### src/ext_mem_pkg.sv
package ext_mem_pkg;
    // bus geometry
    localparam int ADDR_WIDTH = 15;
    localparam int DATA_WIDTH = 16;
    // reset values
    localparam logic [14:0] ADDR_RESET = 15'h0000;
    localparam logic BANK_RESET = 1'h0;
    // bank select encoding
    localparam logic BANK_X = 1'h0;
    localparam logic BANK_Y = 1'h1;
    // strobe timing
    localparam int STROBE_NS = 50;
    localparam int CLK_PERIOD_NS = 25;
    localparam int STROBE_CYCLES = (STROBE_NS + CLK_PERIOD_NS - 1) / CLK_PERIOD_NS;
    // controller states
    typedef enum logic [2:0] {
        ST_IDLE,
        ST_STROBE,
        ST_DONE,
        ST_GRANTED
    } state_type;
endpackage : ext_mem_pkg

### src/ext_mem_count.sv
`timescale 1ns/1ps
// ************************************************
// strobe length counter
// ************************************************
module ext_mem_count #(
    parameter int WIDTH = 4
) (
    // clock and control
    input wire logic sys_clk,
    input wire logic rst,
    input wire logic clk_en,
    input wire logic load,
    input wire logic [WIDTH-1:0] load_value,
    // status
    output logic expired
);
    logic [WIDTH-1:0] count_q;
    logic [WIDTH-1:0] count_d;

    // next count
    always_comb begin
        count_d = count_q;
        if (load) begin
            count_d = load_value;
        end else if (count_q != '0) begin
            count_d = count_q - 1'b1;
        end
    end

    // count register
    always_ff @(posedge sys_clk) begin
        if (rst) begin
            count_q <= '0;
        end else if (clk_en) begin
            count_q <= count_d;
        end
    end

    assign expired = (count_q == '0);
endmodule : ext_mem_count

### src/ext_data_mem_port.sv
`timescale 1ns/1ps
module ext_data_mem_port #(
    parameter int STROBE_LEN = ext_mem_pkg::STROBE_CYCLES
) (
    // clock and reset
    input wire logic sys_clk,
    input wire logic rst,
    input wire logic clk_en,
    // core request side
    input wire logic req_valid,
    output logic req_ready,
    input wire logic req_write,
    input wire logic req_bank_y,
    input wire logic [ext_mem_pkg::ADDR_WIDTH-1:0] req_addr,
    input wire logic [ext_mem_pkg::DATA_WIDTH-1:0] req_wdata,
    output logic rd_valid,
    output logic [ext_mem_pkg::DATA_WIDTH-1:0] rd_data,
    // memory pins
    output logic bank_sel_o,
    output logic bank_sel_oe,
    output logic [ext_mem_pkg::ADDR_WIDTH-1:0] ext_word_address_o,
    output logic ext_word_address_oe,
    input wire logic [ext_mem_pkg::DATA_WIDTH-1:0] ext_data_bus_i,
    output logic [ext_mem_pkg::DATA_WIDTH-1:0] ext_data_bus_o,
    output logic ext_data_bus_oe,
    output logic ext_read_strobe_n_o,
    output logic ext_write_strobe_n_o,
    output logic strobe_oe,
    // bus hold pins
    input wire logic bus_hold_request_n,
    output logic bus_hold_grant_n,
    output logic bus_owned_strobe_n
);
    // ************************************************
    // state
    // ************************************************
    ext_mem_pkg::state_type state_q, state_d;
    logic [ext_mem_pkg::ADDR_WIDTH-1:0] addr_q, addr_d;
    logic [ext_mem_pkg::DATA_WIDTH-1:0] wdata_q, wdata_d;
    logic [ext_mem_pkg::DATA_WIDTH-1:0] rdata_q, rdata_d;
    logic bank_q, bank_d;
    logic write_q, write_d;
    logic rd_valid_q, rd_valid_d;
    logic cnt_load;
    logic cnt_expired;

    // strobe width counter
    ext_mem_count #(
        .WIDTH(4)
    ) ext_mem_count_i (
        .sys_clk(sys_clk),
        .rst(rst),
        .clk_en(clk_en),
        .load(cnt_load),
        .load_value(4'(STROBE_LEN - 1)),
        .expired(cnt_expired)
    );

    // ************************************************
    // next state
    // ************************************************
    always_comb begin
        state_d = state_q;
        addr_d = addr_q;
        wdata_d = wdata_q;
        rdata_d = rdata_q;
        bank_d = bank_q;
        write_d = write_q;
        rd_valid_d = 1'b0;
        cnt_load = 1'b0;
        case (state_q)
            ext_mem_pkg::ST_IDLE: begin
                if (!bus_hold_request_n) begin
                    state_d = ext_mem_pkg::ST_GRANTED;
                end else if (req_valid) begin
                    addr_d = req_addr;
                    bank_d = req_bank_y ? ext_mem_pkg::BANK_Y : ext_mem_pkg::BANK_X;
                    write_d = req_write;
                    wdata_d = req_wdata;
                    cnt_load = 1'b1;
                    state_d = ext_mem_pkg::ST_STROBE;
                end
            end
            ext_mem_pkg::ST_STROBE: begin
                // hold is not honoured mid access
                if (cnt_expired) begin
                    if (!write_q) begin
                        rdata_d = ext_data_bus_i;
                        rd_valid_d = 1'b1;
                    end
                    state_d = ext_mem_pkg::ST_DONE;
                end
            end
            ext_mem_pkg::ST_DONE: begin
                state_d = ext_mem_pkg::ST_IDLE; // address kept
            end
            ext_mem_pkg::ST_GRANTED: begin
                if (bus_hold_request_n) begin
                    state_d = ext_mem_pkg::ST_IDLE;
                end
            end
            default: begin
                state_d = ext_mem_pkg::ST_IDLE;
            end
        endcase
    end

    // ************************************************
    // registers
    // ************************************************
    always_ff @(posedge sys_clk) begin
        if (rst) begin
            state_q <= ext_mem_pkg::ST_IDLE;
            addr_q <= ext_mem_pkg::ADDR_RESET;
            bank_q <= ext_mem_pkg::BANK_RESET;
            wdata_q <= '0;
            rdata_q <= '0;
            write_q <= 1'b0;
            rd_valid_q <= 1'b0;
        end else if (clk_en) begin
            state_q <= state_d;
            addr_q <= addr_d;
            bank_q <= bank_d;
            wdata_q <= wdata_d;
            rdata_q <= rdata_d;
            write_q <= write_d;
            rd_valid_q <= rd_valid_d;
        end
    end

    // ************************************************
    // pin drive
    // ************************************************
    logic granted;
    logic strobing;

    // state decode
    assign granted = (state_q == ext_mem_pkg::ST_GRANTED);
    assign strobing = (state_q == ext_mem_pkg::ST_STROBE);

    // core side handshake and read data
    assign req_ready = (state_q == ext_mem_pkg::ST_IDLE) && bus_hold_request_n;
    assign rd_valid = rd_valid_q;
    assign rd_data = rdata_q;

    // address and bank, driven unless granted
    assign bank_sel_o = bank_q;
    assign ext_word_address_o = addr_q;
    assign bank_sel_oe = !granted;
    assign ext_word_address_oe = !granted;

    // strobes, one of them low per access
    assign strobe_oe = !granted;
    assign ext_read_strobe_n_o = !(strobing && !write_q);
    assign ext_write_strobe_n_o = !(strobing && write_q);

    // data bus, driven only inside a write strobe
    assign ext_data_bus_o = wdata_q;
    assign ext_data_bus_oe = strobing && write_q;

    // hold handshake and own bus strobe
    assign bus_owned_strobe_n = !strobing;
    assign bus_hold_grant_n = !granted;

    // ************************************************
    // check helpers
    // ************************************************
    logic [4:0] strobe_run_q, strobe_run_d;

    // cycles the current strobe has already stood
    always_comb begin
        strobe_run_d = strobe_run_q;
        if (strobing) begin
            strobe_run_d = strobe_run_q + 5'h01;
        end else begin
            strobe_run_d = 5'h00;
        end
    end

    // strobe run register, frozen with the clock enable
    always_ff @(posedge sys_clk) begin
        if (rst) begin
            strobe_run_q <= 5'h00;
        end else if (clk_en) begin
            strobe_run_q <= strobe_run_d;
        end
    end

    // ************************************************
    // checks: pins and hold
    // ************************************************
    // pins float while granted, strobes exclusive
    a_grant_floats: assert property (@(posedge sys_clk) disable iff (rst)
        !bus_hold_grant_n |-> !bank_sel_oe && !ext_word_address_oe && !strobe_oe)
        else $error("pins driven while granted");
    a_data_float: assert property (@(posedge sys_clk) disable iff (rst)
        ext_data_bus_oe |-> !ext_write_strobe_n_o && bus_hold_grant_n)
        else $error("data driven outside write");
    a_strobe_excl: assert property (@(posedge sys_clk) disable iff (rst)
        !(!ext_read_strobe_n_o && !ext_write_strobe_n_o))
        else $error("both strobes low");
    a_owned_strobe: assert property (@(posedge sys_clk) disable iff (rst)
        !bus_owned_strobe_n == (!ext_read_strobe_n_o || !ext_write_strobe_n_o))
        else $error("owned strobe mismatch");
    a_grant_excl: assert property (@(posedge sys_clk) disable iff (rst)
        !(!bus_hold_grant_n && !bus_owned_strobe_n))
        else $error("grant during own access");
    a_grant_req: assert property (@(posedge sys_clk) disable iff (rst)
        clk_en && !bus_hold_request_n && state_q == ext_mem_pkg::ST_IDLE |=> !bus_hold_grant_n)
        else $error("grant not given");
    a_grant_held: assert property (@(posedge sys_clk) disable iff (rst)
        clk_en && !bus_hold_grant_n && !bus_hold_request_n |=> !bus_hold_grant_n)
        else $error("grant dropped while requested");
    a_grant_release: assert property (@(posedge sys_clk) disable iff (rst)
        clk_en && !bus_hold_grant_n && bus_hold_request_n |=> bus_hold_grant_n)
        else $error("grant kept after request ended");
    a_grant_unasked: assert property (@(posedge sys_clk) disable iff (rst)
        clk_en && bus_hold_grant_n && bus_hold_request_n |=> bus_hold_grant_n)
        else $error("grant without request");
    a_ready_free: assert property (@(posedge sys_clk) disable iff (rst)
        req_ready |-> bus_owned_strobe_n && bus_hold_grant_n)
        else $error("ready while bus busy");
    a_own_drives: assert property (@(posedge sys_clk) disable iff (rst)
        !bus_owned_strobe_n |-> bank_sel_oe && ext_word_address_oe && strobe_oe)
        else $error("pins floating during own access");

    // ************************************************
    // checks: address, bank and clock enable
    // ************************************************
    // address and bank load on take, hold otherwise
    a_addr_hold: assert property (@(posedge sys_clk) disable iff (rst)
        bus_owned_strobe_n && $past(bus_owned_strobe_n) && clk_en && !req_valid
        |=> $stable(ext_word_address_o))
        else $error("address moved while idle");
    a_bank_hold: assert property (@(posedge sys_clk) disable iff (rst)
        bus_owned_strobe_n && clk_en && !req_valid |=> $stable(bank_sel_o))
        else $error("bank moved while idle");
    a_addr_load: assert property (@(posedge sys_clk) disable iff (rst)
        clk_en && req_valid && req_ready |=> ext_word_address_o == $past(req_addr)
        && bank_sel_o == $past(req_bank_y))
        else $error("address or bank not loaded");
    a_addr_reset: assert property (@(posedge sys_clk)
        $past(rst) && !rst |-> ext_word_address_o == ext_mem_pkg::ADDR_RESET)
        else $error("address not zero after reset");
    a_reset_pins: assert property (@(posedge sys_clk)
        $past(rst) && !rst |-> ext_read_strobe_n_o && ext_write_strobe_n_o
        && bus_hold_grant_n && !ext_data_bus_oe && bank_sel_o == ext_mem_pkg::BANK_RESET)
        else $error("pins not idle after reset");
    a_enable_freeze: assert property (@(posedge sys_clk) disable iff (rst)
        !clk_en |=> $stable(ext_word_address_o) && $stable(bus_hold_grant_n)
        && $stable(bus_owned_strobe_n) && $stable(rd_valid))
        else $error("state moved with clock enable low");

    // ************************************************
    // checks: strobe and data path
    // ************************************************
    // strobe length, data drive and read capture
    a_strobe_max: assert property (@(posedge sys_clk) disable iff (rst)
        strobing |-> strobe_run_q < 5'(STROBE_LEN))
        else $error("strobe longer than set length");
    a_strobe_end: assert property (@(posedge sys_clk) disable iff (rst)
        !strobing && strobe_run_q != 5'h00 |-> strobe_run_q == 5'(STROBE_LEN))
        else $error("strobe ended early");
    a_take_strobe: assert property (@(posedge sys_clk) disable iff (rst)
        clk_en && req_valid && req_ready |=> ext_read_strobe_n_o == $past(req_write)
        && ext_write_strobe_n_o == !$past(req_write))
        else $error("wrong strobe for access");
    a_write_drive: assert property (@(posedge sys_clk) disable iff (rst)
        !ext_write_strobe_n_o |-> ext_data_bus_oe)
        else $error("data not driven in write");
    a_read_no_drive: assert property (@(posedge sys_clk) disable iff (rst)
        !ext_read_strobe_n_o |-> !ext_data_bus_oe)
        else $error("data driven in read");
    a_idle_float: assert property (@(posedge sys_clk) disable iff (rst)
        bus_owned_strobe_n |-> !ext_data_bus_oe)
        else $error("data driven while idle");
    a_wdata_stable: assert property (@(posedge sys_clk) disable iff (rst)
        !ext_write_strobe_n_o && $past(!ext_write_strobe_n_o) |-> $stable(ext_data_bus_o))
        else $error("write data moved in strobe");
    a_rd_source: assert property (@(posedge sys_clk) disable iff (rst)
        $rose(rd_valid) |-> $past(!ext_read_strobe_n_o))
        else $error("read valid without read strobe");
    a_rdata_capture: assert property (@(posedge sys_clk) disable iff (rst)
        $rose(rd_valid) |-> rd_data == $past(ext_data_bus_i))
        else $error("read data not captured");
    a_rd_pulse: assert property (@(posedge sys_clk) disable iff (rst)
        clk_en && rd_valid |=> !rd_valid)
        else $error("read valid longer than one cycle");

    // main scenarios reached
    c_read: cover property (@(posedge sys_clk) disable iff (rst)
        !ext_read_strobe_n_o ##[1:8] rd_valid);
    c_write: cover property (@(posedge sys_clk) disable iff (rst) !ext_write_strobe_n_o);
    c_grant: cover property (@(posedge sys_clk) disable iff (rst)
        !bus_hold_grant_n ##[1:20] bus_hold_grant_n);
    c_hold_busy: cover property (@(posedge sys_clk) disable iff (rst)
        !bus_owned_strobe_n && !bus_hold_request_n);
    c_freeze: cover property (@(posedge sys_clk) disable iff (rst) !clk_en && req_valid);
endmodule : ext_data_mem_port

### config.mk
export PLATFORM = sky130hd
export DESIGN_NAME = ext_data_mem_port
export DESIGN_NICKNAME = d
export VERILOG_FILES = /design/src/ext_mem_pkg.sv /design/src/ext_mem_count.sv /design/src/ext_data_mem_port.sv
export SDC_FILE = /design/constraint.sdc
export NUM_CORES = 1
export LEC_CHECK = 0
export ABC_AREA = 1
export BUFFER_PORTS_ARGS = -buffer_cell sky130_fd_sc_hd__buf_4
export CORE_ASPECT_RATIO = 1.75
export CORE_MARGIN = 5
export CORE_UTILIZATION = 49
export CTS_CLUSTER_SIZE = 25
export DETAILED_ROUTE_END_ITERATION = 10
export GPL_TIMING_DRIVEN = 0
export PLACE_DENSITY = 0.83
export SYNTH_ARGS = -nofsm -noshare
export SYNTH_HDL_FRONTEND = slang
export SYNTH_HIERARCHICAL = 1
export SYNTH_SLANG_ARGS = --single-unit
### constraint.sdc
create_clock -name sys_clk -period 4.6 [get_ports sys_clk]
set_input_delay 0.92 -clock sys_clk [delete_from_list [all_inputs] [get_ports sys_clk]]
set_output_delay 0.92 -clock sys_clk [all_outputs]
set_load 0.01 [all_outputs]
==> flow_summary.yaml <==
grt:
  overflow: 0
  grt_usage_pct: 19.16
  grt_max_degree: 19
  grt_pass1_vias: 2262
  antenna_found_initial: 0
  grt_first_pass_wirelength_mm: 9.984
final_layout:
  layout_common_cells: "buf_4 (115), dfxtp_1 (56), nand2_1 (54), nor2_1 (37), a21oi_1 (35)"
  layout.nets: 478
  fin_area_um2: 3346
  final_common_cell: "buf_4"
  areaGrowthSynthToFinish_pct: 42.46
  drive_gt1_share_pct: 37.26
  antennaDiodeCount: 0
setup_path:
  cpMaxStageDelayCell: "dfxtp_1"
  worstSetupStartpoint: "state_q[0]"
  required_ns: 3.68
  reg2reg_from: "ext_mem_count_i/count_q[0]"
  max_stage_delay_ns: 0.44
  path_max_fanout: 5
  critPathLaunchType: "flop"
  end_kind: "output pin"
  timing_worst_setup_path_type: "flop to output pin"
  worstPathCellList: "inv_2 > nor2_4 > inv_1 > nor2_1 > inv_1 > buf_4"
  crit_top_cell: "inv_1"
  worstPathArrival_ns: 1.34
sta:
  max_freq_mhz: 442.0
  finClkSkew_ns: 0.01004
  slew_violations: 0
  tns_ns: 0
  setup_viol: 0
  fin_crit_ns: 2.263
  finalCritPeriodShare_pct: 49.19
  fin_hold_ws_ns: 0.4693
  rsz0062_at_grt: "false"
  hold_violations: 0
power_and_ir_drop:
  power_leakage_nw: 1.556
  power_density_nw_per_um2: 329.0
  irDropWorstVdd_mv: 0.3203
route:
  drt-vias-per-instance: 4.975
  drt_iter0_drc: 136
  routed_wl_mm: 6.206
  via_count: 2368
  first_pass_iters: 5
  postRouteAntennaNets: 0
  drc_errors: 0
  routedWlPerCell_um: 13.04
placement:
  port_buffers: 111
  place_congestion: 0.8387
  dp_hpwl_mm: 4.849
  dpl-instance-area_um2: 3254
floorplanning:
  die_h_um: 101.6
  start_util_pct: 50.34
  row_count: 33
  io_pins: 112
  die_w_um: 62.34
  core_um2: 4666
  fp.dieArea_um2: 6332
logic_synthesis:
  syn_avg_cell_area_um2: 7.751
  ys_warn_count: 6
  synth_cell_type_count: 26
  syn_inst: 303
  syn_area_um2: 2349
  synth-seq-cells: 56
  synth_seq_area_share_pct: 47.74
worst_hold_path:
  hold_start: "ext_data_bus_o[6]"
  worstHoldPathType: "flop to flop"
clock_network:
  htree_levels: 2
  post_cts_buffers: 0
  clk_pin_slew_ns: 0.10
  max-clock-path-buffers: 2
  cts.sink_count: 56
  hold_buffers: 0
  cts_root_buf: "clkbuf_8"
  cts_tree: "built"
  insertion_delay_ns: 0.31
  cts_resized: 0
  cts_buffers: 5
run:
  cap_violations: 0
outcome:
  outcome: "completed"
## metal layers
layer | vias to the layer above | global-route usage (%) | wire length [um] | part of all wire (%)
met5 | - | 0 | 0 | 0
met3 | 20 | 5.216 | 385 | 6.2
met4 | 0 | 10.29 | 259 | 4.2
met2 | 89 | 36.50 | 3382 | 54
met1 | 1047 | 18.28 | 2178 | 35
li1 | 1212 | - | - | -
## sequential cells by signal (all words and copies together) (netlist names)
register,cells
rd_valid,1
rd_data,16
state_q,2
ext_word_address_o,15
bank_sel_o,1
ext_data_bus_o,16
ext_mem_count_i/count_q,4
write_q,1
## critical path: cells and delay by family, from the launching register on
family | cells | cell delay, ns
buf+inv | 4 | 0.34
flops | 1 | 0.44
simple gates | 2 | 0.26
## cell families (layout without fill, tap and decap cells)
| kind of cell | after synthesis | after routing | synth area share, % |
|---|---|---|---|
| flops | 56 | 56 | 47.74 |
| compound gates | 61 | 61 | 13.43 |
| buf+inv | 38 | 157 | 9.004 |
| simple gates | 145 | 145 | 28.98 |
| fa+ha+maj | 1 | 1 | 0.5327 |
| other cells | 2 | 4 | 0.3198 |
## power by group
| part | total [W] | internal (W) | switching [W] |
|---|---|---|---|
| Combinational | 0.000283 | 0.000131 | 0.000153 |
| Clock | 0.000273 | 0.000109 | 0.000164 |
| Sequential | 0.000544 | 0.000519 | 0.0000243 |
| Total | 0.00110 | 0.000760 | 0.000341 |
## stage by stage
step	setup WS [ns]	util (%)	cells	power, W
final	2.337	71.71	476	0.001101
after global routing	2.200	71.71	476	0.001168
after CTS	2.338	71.71	476	0.001115
after detailed placement	2.354	69.75	468	0.0008402
after global placement	2.350	69.75	468	0.0008325
after floorplan	2.547	-	305	0.0007215
## worst paths after layout
kind | slack, ns | to | depth (start not counted)
min reg2reg | 0.47 | ext_data_bus_o[6] | 2
min | 0.47 | ext_data_bus_o[6] | 2
max reg2reg | 2.72 | rd_data[12] | 10
max | 2.34 | ext_write_strobe_n_o | 6
## cell usage after synthesis
master    count  share of area (%)
nand3_1      34                7.2
nand2_1      54                8.6
o21bai_1      1               0.32
nand3b_1      1               0.32
inv_4         1               0.27
nor3_1        1               0.21
o21ai_0      13                2.8
nor2_8        1               0.85
clkbuf_1      5               0.80
a21oi_2       2               0.75
o21ai_1      10                2.1
inv_2         3               0.48
nor2_1       37                5.9
inv_1        14                2.2
ha_1          1               0.53
nand2_4       2               0.96
dfxtp_1      56                 48
a21oi_1      35                7.5
nor2_4        2               0.96
buf_4         4                1.3
nand3_2       1               0.43
nand4_2       1               0.53
buf_6         6                2.9
nor2_2       11                2.9
buf_2         5                1.1
conb_1        2               0.32
## area by class of cell
class	instances	area, um^2
fill	403	1320
sequential	56	1121
multi-input combinational	211	1023
timing repair buffer	111	833.3
buffer	20	141.4
inverter	18	70.07
clock buffer	5	68.82
tap	52	65.06
clock inverter	3	22.52
Note: power is estimated with default switching activity, not from simulation.
